`src/verilog/acs_pkg.sv`:
```
// Shared constants and types of the channel sequencer and setup registers
package acs_pkg;

  // Register-select codes issued by the command logic
  localparam logic [2:0] SEL_SETUP_ONE = 3'h1;
  localparam logic [2:0] SEL_SETUP_TWO = 3'h2;

  // Reset values, first-sent bit is bit 7
  localparam logic [7:0] SETUP_ONE_RST = 8'h0A;
  localparam logic [7:0] SETUP_TWO_RST = 8'h00;

  // Setup one field positions
  localparam int S1_CHAN_HI = 7;
  localparam int S1_CHAN_LO = 6;
  localparam int S1_MOD_HI = 5;
  localparam int S1_MOD_LO = 4;
  localparam int S1_CLK_RANGE = 3;
  localparam int S1_DEC_HI = 2;
  localparam int S1_DEC_LO = 1;
  localparam int S1_SINGLE_STAGE = 0;

  // Setup two field positions
  localparam int S2_SCAN = 7;
  localparam int S2_CAL_HI = 6;
  localparam int S2_CAL_LO = 5;
  localparam int S2_AMP = 4;
  localparam int S2_PAIR = 3;
  localparam int S2_BURN = 2;
  localparam int S2_RSVD = 1;
  localparam int S2_HALVE = 0;

  // Scan lengths
  localparam logic [2:0] SIG_PSEUDO = 3'h5;
  localparam logic [2:0] SIG_PAIRED = 3'h3;
  localparam logic [2:0] CAL_EXTRA = 3'h2;

  // Base output rates in samples per second, modulator code 00
  localparam logic [12:0] RATE_LO_0 = 13'h0014;
  localparam logic [12:0] RATE_LO_1 = 13'h0019;
  localparam logic [12:0] RATE_LO_2 = 13'h0064;
  localparam logic [12:0] RATE_LO_3 = 13'h00C8;
  localparam logic [12:0] RATE_HI_0 = 13'h0032;
  localparam logic [12:0] RATE_HI_1 = 13'h003C;
  localparam logic [12:0] RATE_HI_2 = 13'h012C;
  localparam logic [12:0] RATE_HI_3 = 13'h0258;

  // Transfer-function register numbers
  localparam logic [1:0] TF_ONE = 2'h1;
  localparam logic [1:0] TF_TWO = 2'h2;
  localparam logic [1:0] TF_THREE = 2'h3;

  typedef enum logic [3:0] {
    CH_P1, CH_P2, CH_P3, CH_P4, CH_P5,
    CH_D12, CH_D34, CH_D56,
    CH_OFFSET_CAL, CH_GAIN_CAL
  } acs_chan_t;

endpackage

```
`src/verilog/acs_byte_rx.sv`:
```
// Serial byte receiver: synchronises the pins, assembles whole bytes
`timescale 1ns/10ps
module acs_byte_rx
  import acs_pkg::*;
(
  // Clock and reset
  input wire logic mclk,
  input wire logic rst_n,
  // Serial pins
  input wire logic ser_sclk,
  input wire logic ser_din,
  input wire logic ser_cs_n,
  // Assembled byte
  output logic [7:0] byte_r,
  output logic byte_vld_r
);

  logic [1:0] sclk_s_r;
  logic [1:0] din_s_r;
  logic [1:0] cs_s_r;
  logic sclk_d_r;
  logic [2:0] bit_cnt_r;
  logic [6:0] shift_r;
  logic rise;

  // Two-stage synchronisers, first stage feeds only the second
  always_ff @(posedge mclk) begin
    if (!rst_n) begin
      // Idle-high level, so release never looks like a rising edge
      sclk_s_r <= 2'h3;
      din_s_r <= 2'h0;
      cs_s_r <= 2'h3;
      sclk_d_r <= 1'b1;
    end else begin
      sclk_s_r <= {sclk_s_r[0], ser_sclk};
      din_s_r <= {din_s_r[0], ser_din};
      cs_s_r <= {cs_s_r[0], ser_cs_n};
      sclk_d_r <= sclk_s_r[1];
    end
  end

  assign rise = sclk_s_r[1] & ~sclk_d_r & ~cs_s_r[1];

  // Nothing is released before the eighth bit has arrived
  always_ff @(posedge mclk) begin
    if (!rst_n || cs_s_r[1]) begin
      bit_cnt_r <= 3'h0;
      shift_r <= 7'h00;
      byte_r <= 8'h00;
      byte_vld_r <= 1'b0;
    end else begin
      byte_vld_r <= 1'b0;
      if (rise) begin
        bit_cnt_r <= bit_cnt_r + 3'h1;
        shift_r <= {shift_r[5:0], din_s_r[1]};
        if (bit_cnt_r == 3'h7) begin
          byte_r <= {shift_r, din_s_r[1]};
          byte_vld_r <= 1'b1;
        end
      end
    end
  end

endmodule

```
`src/verilog/acs_sequencer.sv`:
```
// Setup registers, channel selection, scan order and output rate
// What this block does
// - Scan bit set scans channels in order; clear repeats one selected channel.
// - Unscanned calibration code 00 normal, 01 offset pair, 10 gain pair.
// - Unscanned calibration uses transfer settings of channel picked by select.
// - Scanning with unequal calibration bits appends offset then gain conversion.
// - Scanned calibration conversions use transfer-function register three.
// - Scan order: five inputs vs common, or three pairs, then calibration.
// - Pairing bit 0 measures against common; 1 measures three pairs.
// - Unscanned normal offers four common-referenced inputs or three pairs.
// - Amplifier enable 0 bypasses and powers buffers down; 1 drives them.
// - Open-sensor bit connects test currents; host clears before measuring.
// - Halve bit divides master clock by two before internal use.
// - Low clock range gives 20/25/100/200 sps, doubling per modulator code.
// - High clock range gives 50/60/300/600 sps, doubling per modulator code.
// - Setup byte layouts and defaults as packed, first bit is bit 7.
// - Channel select bits are ignored while scanning.
// - Changing active channel settings drops data ready, resets filter.
`timescale 1ns/10ps
module acs_sequencer
  import acs_pkg::*;
(
  // Clock and reset
  input wire logic mclk,
  input wire logic rst_n,
  // Serial pins
  input wire logic ser_sclk,
  input wire logic ser_din,
  input wire logic ser_cs_n,
  // Command logic: target register and direction of the current frame
  input wire logic [2:0] wr_target,
  input wire logic wr_enable,
  // Transfer-function register write notice
  input wire logic tf_wr_strobe,
  input wire logic [1:0] tf_wr_index,
  // Conversion finished
  input wire logic conv_done,
  // Register readback
  output logic [7:0] setup_one_q,
  output logic [7:0] setup_two_q,
  // Channel selection
  output acs_chan_t active_chan,
  output logic [1:0] active_tf,
  output logic [2:0] scan_index,
  // Analog front-end controls
  output logic amp_enable,
  output logic pair_mode,
  output logic burnout_enable,
  output logic clock_halve,
  output logic mod_tick,
  output logic single_stage,
  output logic [12:0] rate_sps,
  // Filter control
  output logic filt_reset,
  output logic drdy_clear
);

  logic [7:0] rx_byte;
  logic rx_vld;
  logic [7:0] setup_one_r;
  logic [7:0] setup_two_r;
  logic [2:0] idx_r;
  logic [2:0] idx_nxt;
  logic [2:0] seq_len;
  logic scan_on;
  logic pair_on;
  logic cal_scan;
  logic [1:0] cal_code;
  logic [1:0] chan_sel;
  acs_chan_t chan_nxt;
  logic [1:0] tf_nxt;
  logic wr_one;
  logic wr_two;
  logic [7:0] one_mask;
  logic setting_hit;
  logic restart;
  acs_chan_t chan_r;
  logic [1:0] tf_r;
  logic amp_r;
  logic pair_r;
  logic burn_r;
  logic halve_r;
  logic tick_r;
  logic stage_r;
  logic [12:0] rate_r;
  logic filt_r;
  logic drdy_clr_r;

  // Transfer-function register serving a channel
  function automatic logic [1:0] tf_of(input acs_chan_t ch);
    case (ch)
      CH_P1, CH_P2, CH_D12: tf_of = TF_ONE;
      CH_P3, CH_P4, CH_D34: tf_of = TF_TWO;
      default: tf_of = TF_THREE;
    endcase
  endfunction

  // Signal channel at a position within the signal part of a list
  function automatic acs_chan_t sig_chan(input logic pair,
                                         input logic [2:0] pos);
    case ({pair, pos})
      4'h0: sig_chan = CH_P1;
      4'h1: sig_chan = CH_P2;
      4'h2: sig_chan = CH_P3;
      4'h3: sig_chan = CH_P4;
      4'h4: sig_chan = CH_P5;
      4'h8: sig_chan = CH_D12;
      4'h9: sig_chan = CH_D34;
      default: sig_chan = CH_D56;
    endcase
  endfunction

  acs_byte_rx u_rx (
    .mclk(mclk),
    .rst_n(rst_n),
    .ser_sclk(ser_sclk),
    .ser_din(ser_din),
    .ser_cs_n(ser_cs_n),
    .byte_r(rx_byte),
    .byte_vld_r(rx_vld)
  );

  assign wr_one = rx_vld & wr_enable & (wr_target == SEL_SETUP_ONE);
  assign wr_two = rx_vld & wr_enable & (wr_target == SEL_SETUP_TWO);

  // Whole bytes only; reserved bit stored as written
  always_ff @(posedge mclk) begin
    if (!rst_n) begin
      setup_one_r <= SETUP_ONE_RST;
      setup_two_r <= SETUP_TWO_RST;
    end else begin
      if (wr_one)
        setup_one_r <= rx_byte;
      if (wr_two)
        setup_two_r <= rx_byte;
    end
  end

  assign scan_on = setup_two_r[S2_SCAN];
  assign pair_on = setup_two_r[S2_PAIR];
  assign cal_code = {setup_two_r[S2_CAL_HI], setup_two_r[S2_CAL_LO]};
  assign chan_sel = {setup_one_r[S1_CHAN_HI], setup_one_r[S1_CHAN_LO]};
  assign cal_scan = cal_code[1] ^ cal_code[0];

  // Signal inputs first, then offset and gain calibration
  always_comb begin
    seq_len = pair_on ? SIG_PAIRED : SIG_PSEUDO;
    if (cal_scan)
      seq_len = seq_len + CAL_EXTRA;
  end

  // Channel and transfer register for the present position
  always_comb begin
    chan_nxt = CH_P1;
    tf_nxt = TF_ONE;
    if (scan_on) begin
      if (idx_r < (pair_on ? SIG_PAIRED : SIG_PSEUDO)) begin
        chan_nxt = sig_chan(pair_on, idx_r);
        tf_nxt = tf_of(chan_nxt);
      end else begin
        chan_nxt = (idx_r == (pair_on ? SIG_PAIRED : SIG_PSEUDO)) ?
                   CH_OFFSET_CAL : CH_GAIN_CAL;
        tf_nxt = TF_THREE;
      end
    end else begin
      // Select 3 in pair mode has no fourth pair; it lands on the last
      chan_nxt = sig_chan(pair_on, {1'b0, chan_sel});
      tf_nxt = tf_of(chan_nxt);
      case (cal_code)
        2'h1: chan_nxt = CH_OFFSET_CAL;
        2'h2: chan_nxt = CH_GAIN_CAL;
        default: ;
      endcase
    end
  end

  // Select bits do not count as an active setting while scanning
  assign one_mask = scan_on ? 8'h3F : 8'hFF;

  always_comb begin
    setting_hit = 1'b0;
    if (wr_one && |((rx_byte ^ setup_one_r) & one_mask))
      setting_hit = 1'b1;
    if (wr_two && |(rx_byte ^ setup_two_r))
      setting_hit = 1'b1;
    if (tf_wr_strobe && (tf_wr_index == tf_r))
      setting_hit = 1'b1;
  end

  // Restarting the scan avoids running past a list that got shorter
  assign restart = setting_hit & (wr_one | wr_two);

  always_comb begin
    idx_nxt = idx_r;
    if (!scan_on || restart)
      idx_nxt = 3'h0;
    else if (conv_done)
      idx_nxt = (idx_r == seq_len - 3'h1) ? 3'h0 : idx_r + 3'h1;
  end

  always_ff @(posedge mclk) begin
    if (!rst_n)
      idx_r <= 3'h0;
    else
      idx_r <= idx_nxt;
  end

  always_ff @(posedge mclk) begin
    if (!rst_n) begin
      chan_r <= CH_P1;
      tf_r <= TF_ONE;
    end else begin
      chan_r <= chan_nxt;
      tf_r <= tf_nxt;
    end
  end

  // Front-end controls follow the stored fields
  always_ff @(posedge mclk) begin
    if (!rst_n) begin
      amp_r <= 1'b0;
      pair_r <= 1'b0;
      burn_r <= 1'b0;
      halve_r <= 1'b0;
      stage_r <= 1'b0;
    end else begin
      amp_r <= setup_two_r[S2_AMP];
      pair_r <= pair_on;
      burn_r <= setup_two_r[S2_BURN];
      halve_r <= setup_two_r[S2_HALVE];
      stage_r <= setup_one_r[S1_SINGLE_STAGE];
    end
  end

  // Internal clock tick: every edge, or every other edge when halved
  always_ff @(posedge mclk) begin
    if (!rst_n)
      tick_r <= 1'b1;
    else if (setup_two_r[S2_HALVE])
      tick_r <= ~tick_r;
    else
      tick_r <= 1'b1;
  end

  // Output rate: base by range and decimation, doubled per modulator step
  always_ff @(posedge mclk) begin
    if (!rst_n) begin
      rate_r <= RATE_HI_1;
    end else begin
      case ({setup_one_r[S1_CLK_RANGE], setup_one_r[S1_DEC_HI],
             setup_one_r[S1_DEC_LO]})
        3'h0: rate_r <= RATE_LO_0 << setup_one_r[S1_MOD_HI:S1_MOD_LO];
        3'h1: rate_r <= RATE_LO_1 << setup_one_r[S1_MOD_HI:S1_MOD_LO];
        3'h2: rate_r <= RATE_LO_2 << setup_one_r[S1_MOD_HI:S1_MOD_LO];
        3'h3: rate_r <= RATE_LO_3 << setup_one_r[S1_MOD_HI:S1_MOD_LO];
        3'h4: rate_r <= RATE_HI_0 << setup_one_r[S1_MOD_HI:S1_MOD_LO];
        3'h5: rate_r <= RATE_HI_1 << setup_one_r[S1_MOD_HI:S1_MOD_LO];
        3'h6: rate_r <= RATE_HI_2 << setup_one_r[S1_MOD_HI:S1_MOD_LO];
        default: rate_r <= RATE_HI_3 << setup_one_r[S1_MOD_HI:S1_MOD_LO];
      endcase
    end
  end

  always_ff @(posedge mclk) begin
    if (!rst_n) begin
      filt_r <= 1'b0;
      drdy_clr_r <= 1'b0;
    end else begin
      filt_r <= setting_hit;
      drdy_clr_r <= setting_hit;
    end
  end

  assign setup_one_q = setup_one_r;
  assign setup_two_q = setup_two_r;
  assign active_chan = chan_r;
  assign active_tf = tf_r;
  assign scan_index = idx_r;
  assign amp_enable = amp_r;
  assign pair_mode = pair_r;
  assign burnout_enable = burn_r;
  assign clock_halve = halve_r;
  assign mod_tick = tick_r;
  assign single_stage = stage_r;
  assign rate_sps = rate_r;
  assign filt_reset = filt_r;
  assign drdy_clear = drdy_clr_r;
endmodule
```
`config.mk`:
```
export PLATFORM = sky130hd
export DESIGN_NAME = acs_sequencer
export DESIGN_NICKNAME = d
export VERILOG_FILES = /design/src/verilog/acs_pkg.sv /design/src/verilog/acs_byte_rx.sv /design/src/verilog/acs_sequencer.sv
export SDC_FILE = /design/constraint.sdc
export NUM_CORES = 1
export LEC_CHECK = 0
export ABC_AREA = 1
export BUFFER_PORTS_ARGS = -buffer_cell sky130_fd_sc_hd__buf_4
export CORE_MARGIN = 5
export CORE_UTILIZATION = 60
export CTS_BUF_LIST = sky130_fd_sc_hd__clkbuf_4
export CTS_CLUSTER_DIAMETER = 200
export CTS_CLUSTER_SIZE = 25
export DETAILED_ROUTE_END_ITERATION = 8
export GPL_ROUTABILITY_DRIVEN = 0
export PLACE_DENSITY_LB_ADDON = 0.1
export SLEW_MARGIN = 40
export SYNTH_ARGS = -nofsm -noshare
export SYNTH_HDL_FRONTEND = slang
export SYNTH_SLANG_ARGS = --single-unit
```
`constraint.sdc`:
```
create_clock -name mclk -period 4 [get_ports mclk]
set_input_delay 0.6 -clock mclk [delete_from_list [all_inputs] [get_ports mclk]]
set_output_delay 0.6 -clock mclk [all_outputs]
set_load 0.05 [all_outputs]
```
# After elaboration in Yosys (flattened, before gate mapping)
# Cells that the tools add are included.
[totals]
regBits = 71
wordCells = 129
[op_classes]
n_eq_ne = 35
bitwise_logic = 16
n_lt_le_gt_ge = 1
n_shift = 8
n_reduce_logical = 22
addsub = 4
n_mux = 22
[op_table]
columns = ["op", "count"]
rows = [
  ["13-bit case mux with 7 select lines", 1],
  ["5-bit by 2-bit << shifter with 13-bit output, first input constant", 2],
  ["6-bit by 2-bit << shifter with 13-bit output, first input constant", 2],
  ["4-bit by 2-bit equality test with 1-bit output, second input constant", 6],
  ["3-bit case mux with 7 select lines", 1],
  ["4-bit by 3-bit equality test with 1-bit output, second input constant", 5],
  ["4-bit two-way mux", 5],
  ["3-bit equality test, second input constant", 6],
  ["3-bit case mux with 6 select lines", 1],
  ["8-bit OR reduction", 2],
  ["8-bit XOR", 2],
  ["3-bit by 2-bit equality test with 1-bit output, second input constant", 5],
  ["10-bit by 2-bit << shifter with 13-bit output, first input constant", 1],
  ["7-bit by 2-bit << shifter with 13-bit output, first input constant", 1],
  ["8-bit by 2-bit << shifter with 13-bit output, first input constant", 1],
  ["9-bit by 2-bit << shifter with 13-bit output, first input constant", 1],
  ["4-bit by 1-bit equality test with 1-bit output, second input constant", 3],
  ["4-bit logical NOT", 3],
  ["3-bit OR reduction", 4],
  ["3-bit by 1-bit equality test with 1-bit output, second input constant", 3],
  ["3-bit two-way mux", 3],
  ["8-bit bitwise AND", 1],
  ["4-bit equality test, second input constant", 2],
  ["8-bit two-way mux", 1],
  ["other kinds (22)", 46],
]

# Logic depth before layout (Yosys ltp)
[depth]
ltp_word = 10
mapped_depth = 11

# Modules after synthesis
# Synthesis repeated with hierarchy kept, for this count alone.
[unflattened]
cells_unflattened = 427
hier_area_um2 = 3331.9
[modules_own_cells]
columns = ["mod", "cells_per_inst", "area_each_um2", "seq_area_each_um2", "n_inst"]
rows = [
  ["acs_sequencer", 305, 2294.7, 900.9, 1],
  ["acs_byte_rx", 122, 1037.2, 520.5, 1],
]

# Worst setup path before layout
# OpenSTA, ideal clock, no wires.
[synth_timing]
kind = "register -> register"
from = "register setup_two_r[3], in the netlist setup_two_q[3]"
to = "register tf_r[0], in the netlist active_tf[0]"
stages_incl_launch_ff = 9
required_ns = 3.875
path_slack_ns = 1.949
period_less_slack_ns = 2.051
path_buffers = 0
t_arrival_ns = 1.926
cell_sequence = "dfxtp_1 inv_1 ha_1 a21oi_1 nand2_1 nor2_1 nand3_1 o21ai_0 o21ai_0"
[synth_via]
elab_chain_cells = 9
[synth_rtl]
columns = ["item", "line_no", "source"]
rows = [
  ["start: declaration", "acs_sequencer.sv:61", "logic [7:0] setup_two_r;"],
  ["start signal: assignment", "acs_sequencer.sv:135", "setup_two_r <= rx_byte;"],
  ["4-bit equality test, or another cell as far along", "acs_sequencer.sv:101", "case ({pair, pos})"],
  ["3-bit case mux with 7 select lines", "acs_sequencer.sv:101", ""],
  ["4-bit two-way mux", "acs_sequencer.sv:157", "if (idx_r < (pair_on ? SIG_PAIRED : SIG_PSEUDO)) begin"],
  ["4-bit two-way mux", "acs_sequencer.sv:156", "if (scan_on) begin"],
  ["4-bit by 2-bit equality test with 1-bit output, or another cell as far along", "acs_sequencer.sv:91", "case (ch)"],
  ["3-bit OR reduction", "acs_sequencer.sv:91", ""],
  ["2-bit case mux with 2 select lines", "acs_sequencer.sv:91", ""],
  ["2-bit two-way mux", "acs_sequencer.sv:157", ""],
  ["2-bit two-way mux *", "acs_sequencer.sv:156", ""],
  ["end signal: assignment", "acs_sequencer.sv:214", "tf_r <= tf_nxt;"],
  ["end: declaration", "acs_sequencer.sv:78", "logic [1:0] tf_r;"],
]
# Every way passes the cells marked *; elsewhere a longest branch is shown, timed or not. The select of a mux whose other input is x is not followed.
# A chain may end at the register's enable or synchronous reset.

# Worst setup path in the final report
# Ends and elaborated chain as after synthesis.

==> impl_metrics.tcl <==
set metrics [dict create \
    status "finished clean" \
    yosys_warnings 0 \
    clock_latency_ns 0.41 \
    max-slew-margin-rel 0.479 \
    synthDistinctLibCells 33 \
    coreArea_mm2 0.00507 \
    wl_mm 6.35 \
    num-fill-cells 452 \
    drc_errors 0 \
    seq_area_frac_synth 0.458 \
    nNetsFinal 474 \
    setup.worst_path.start_class "register" \
    power_density_mw_per_mm2 301 \
    synth_top_area_cell "dfxtp_1" \
    crit_end "active_tf[0]" \
    slowest_stage "dfxtp_1" \
    hpwl_mm 4.78 \
    die_h_um 81.9 \
    start_util 0.611 \
    cap_violations 0 \
    crit_top_cell "o21ai_0" \
    num_vias 2641 \
    antenna_found_initial 0 \
    rsz0062_at_grt "no" \
    critPathBufInv 1 \
    final_common_cell "nand2_1" \
    dieArea_mm2 0.00671 \
    ant_nets 0 \
    hp-class "in2reg" \
    cts_tree "yes" \
    layout_common_cells "nand2_1, dfxtp_1, buf_4" \
    slew_violations 0 \
    crit_family "flip-flops" \
    syn_area_per_cell_um2 7.93 \
    irDropWorstVdd_mv 0.257 \
    cp_max_fo 10 \
    cts-resized-gates 0 \
    clockPowerShare 0.324 \
    switchingPower_mw 0.252 \
    worstMarginPinSlew_ns 0.775 \
    clock_path_buffers 2 \
    drt_iter0_drc 118 \
    grt_pass1_vias 2409 \
    synth_nets 417 \
    finalHoldViolCount 0 \
    antenna_cells 0 \
    crit_chain "inv_1, ha_1, a21oi_1, nand2_1, nor2_1, nand3_1, o21ai_0, o21ai_0" \
    max_freq_mhz 499 \
    end_kind "register" \
    cp.depth 8 \
    comb_power_share 0.029 \
    layout-drive-gt1-share 0.206 \
    grt_use_total 0.204 \
    seqPwrFrac 0.646 \
    multi_input_area_mm2 0.00143 \
    die_x_um 81.9 \
    synth_top_area_frac 0.458 \
    switching_share 0.229 \
    syn_inst 391 \
    cts_made_buffers 9 \
    cellLeakagePower_nw 1.64 \
    dr.pass1.iters 4 \
    internal-power_mw 0.849 \
    post_cts_buffers 0 \
    io_buffers 58 \
    rows 26 \
    tns_ns 0 \
    grt_max_degree 33 \
    io_pins 59 \
    finalCriticalPeriod_ns 2.00 \
    wl_per_cell_um 12.2 \
    period_share 0.501 \
    slowest_delay_ns 0.55 \
    cts.clk_slew.worst_paths_ns 0.11 \
    syn_to_final_growth_pct 18.0 \
    required_ns 4.29 \
    r2r_setup_slack_ns 2.00 \
    r2r_cells 8 \
    whs_ns 0.380 \
    via_per_inst 5.06 \
    setup_violations 0 \
    synth_area_mm2 0.00310 \
    cts_max_level 3 \
    seqCellArea_mm2 0.00142 \
    cts_root_buf "clkbuf_4" \
    synth-seq-cells 71 \
    cts.sink_count 71 \
    yosys-top-cells-area "dfxtp_1, nand2_1, o21ai_0" \
    skew_ns 0.0173 \
    reg2reg_from "setup_two_q[3]" \
    crit_type "reg2reg" \
    gr-total-overflow 0 \
    setup.worst_path.start "setup_two_q[3]" \
    crit_arrival_ns 2.29 \
    grt_pass1_wl_mm 10.5 \
    cts_hold_buf 0 \
    r2r-end "active_tf[0]" \
]
==> sequential cells by signal, summed over array words and instances (netlist names), 2 cells and up <==
name / count
active_tf: 2
setup_one_q: 8
setup_two_q: 8
u_rx.shift_r: 7
u_rx.cs_s_r: 2
active_chan: 4
scan_index: 3
rate_sps: 13
u_rx.sclk_s_r: 2
u_rx.bit_cnt_r: 3
u_rx.byte_r: 8
u_rx.din_s_r: 2
==> worst reg2reg max path, cell delays in order, from the launching register on <==
cell and delay, ns:
dfxtp_1 0.55, inv_1 0.21, ha_1 0.36, a21oi_1 0.20, nand2_1 0.11, nor2_1 0.15
nand3_1 0.12, o21ai_0 0.09, o21ai_0 0.09
==> how the worst min path moves through the flow <==
stage                                from         endpoint  slack, ns  cells after the start
after floorplan           u_rx.din_s_r[0]  u_rx.din_s_r[1]       0.39                      2
after global placement           mod_tick         mod_tick       0.37                      1
after detailed placement         mod_tick         mod_tick       0.38                      1
after CTS                        ser_cs_n   u_rx.cs_s_r[0]       0.37                      2
after global routing             ser_cs_n   u_rx.cs_s_r[0]       0.37                      2
final                            ser_cs_n   u_rx.cs_s_r[0]       0.38                      2
==> stage by stage <==
| step | worst slack (ns) | instance area [um2] | instances | util | total power [mW] |
|---|---|---|---|---|---|
| 2_1_floorplan | 1.95 | 3100 | 391 | - | 0.745 |
| 3_3_place_gp | 1.97 | 3550 | 506 | 0.699 | 0.759 |
| 3_5_place_dp | 1.94 | 3550 | 506 | 0.699 | 0.760 |
| 4_1_cts | 2.07 | 3650 | 521 | 0.719 | 1.11 |
| 5_1_grt | 1.79 | 3660 | 522 | 0.721 | 1.14 |
| 6_report | 2.00 | 3660 | 522 | 0.721 | 1.10 |
==> area by class of cell <==
class | count | share of cell area
multi-input cells | 259 | 0.390
clock buffers | 10 | 0.0205
clock inverters | 5 | 0.00718
flip-flops and latches | 71 | 0.389
repair buffers | 59 | 0.121
inverters | 48 | 0.0492
well taps | 70 | 0.0239
==> synth_stat cells (all sizes together) <==
library cell / number
ha: 13
o32ai: 1
o22ai: 7
o221ai: 1
o21ai: 47
or2: 5
nor3: 3
a31oi: 3
xor2: 1
o31ai: 1
a21oi: 34
o2111ai: 1
buf: 10
o211ai: 3
nand3: 12
clkbuf: 3
dfxtp: 71
inv: 48
nand2: 81
xnor2: 12
nor2: 28
nor4: 2
a22oi: 4
==> power groups by stage <==
stage / registers, mW / logic [mW] / clock network (mW)
after global routing: 0.712 / 0.0359 / 0.392
after CTS: 0.712 / 0.0325 / 0.363
after global placement: 0.728 / 0.0317 / 0
after detailed placement: 0.728 / 0.0324 / 0
final: 0.712 / 0.0323 / 0.357
after floorplan: 0.728 / 0.0165 / 0
==> cells by family (layout without fill, tap and decap cells) <==
kind of cell | Yosys count | count (layout) | share of synthesized area
buffers and inverters | 61 | 122 | 0.0823
and+or+nand+nor | 131 | 131 | 0.187
xor gates and xnor gates | 13 | 13 | 0.0367
DFF | 71 | 71 | 0.458
AOI/OAI and AO/OA | 102 | 102 | 0.184
adders and majority gates | 13 | 13 | 0.0524
==> layer usage <==
layer / global-route usage / vias up / share of wire
li1: - / 1400 / -
met5: 0 / - / 0
met1: 0.255 / 1158 / 0.46
met3: 0.0461 / 13 / 0.060
met4: 0.0980 / 0 / 0.021
met2: 0.330 / 70 / 0.46
No activity file was read; power rests on OpenSTA's default activity.
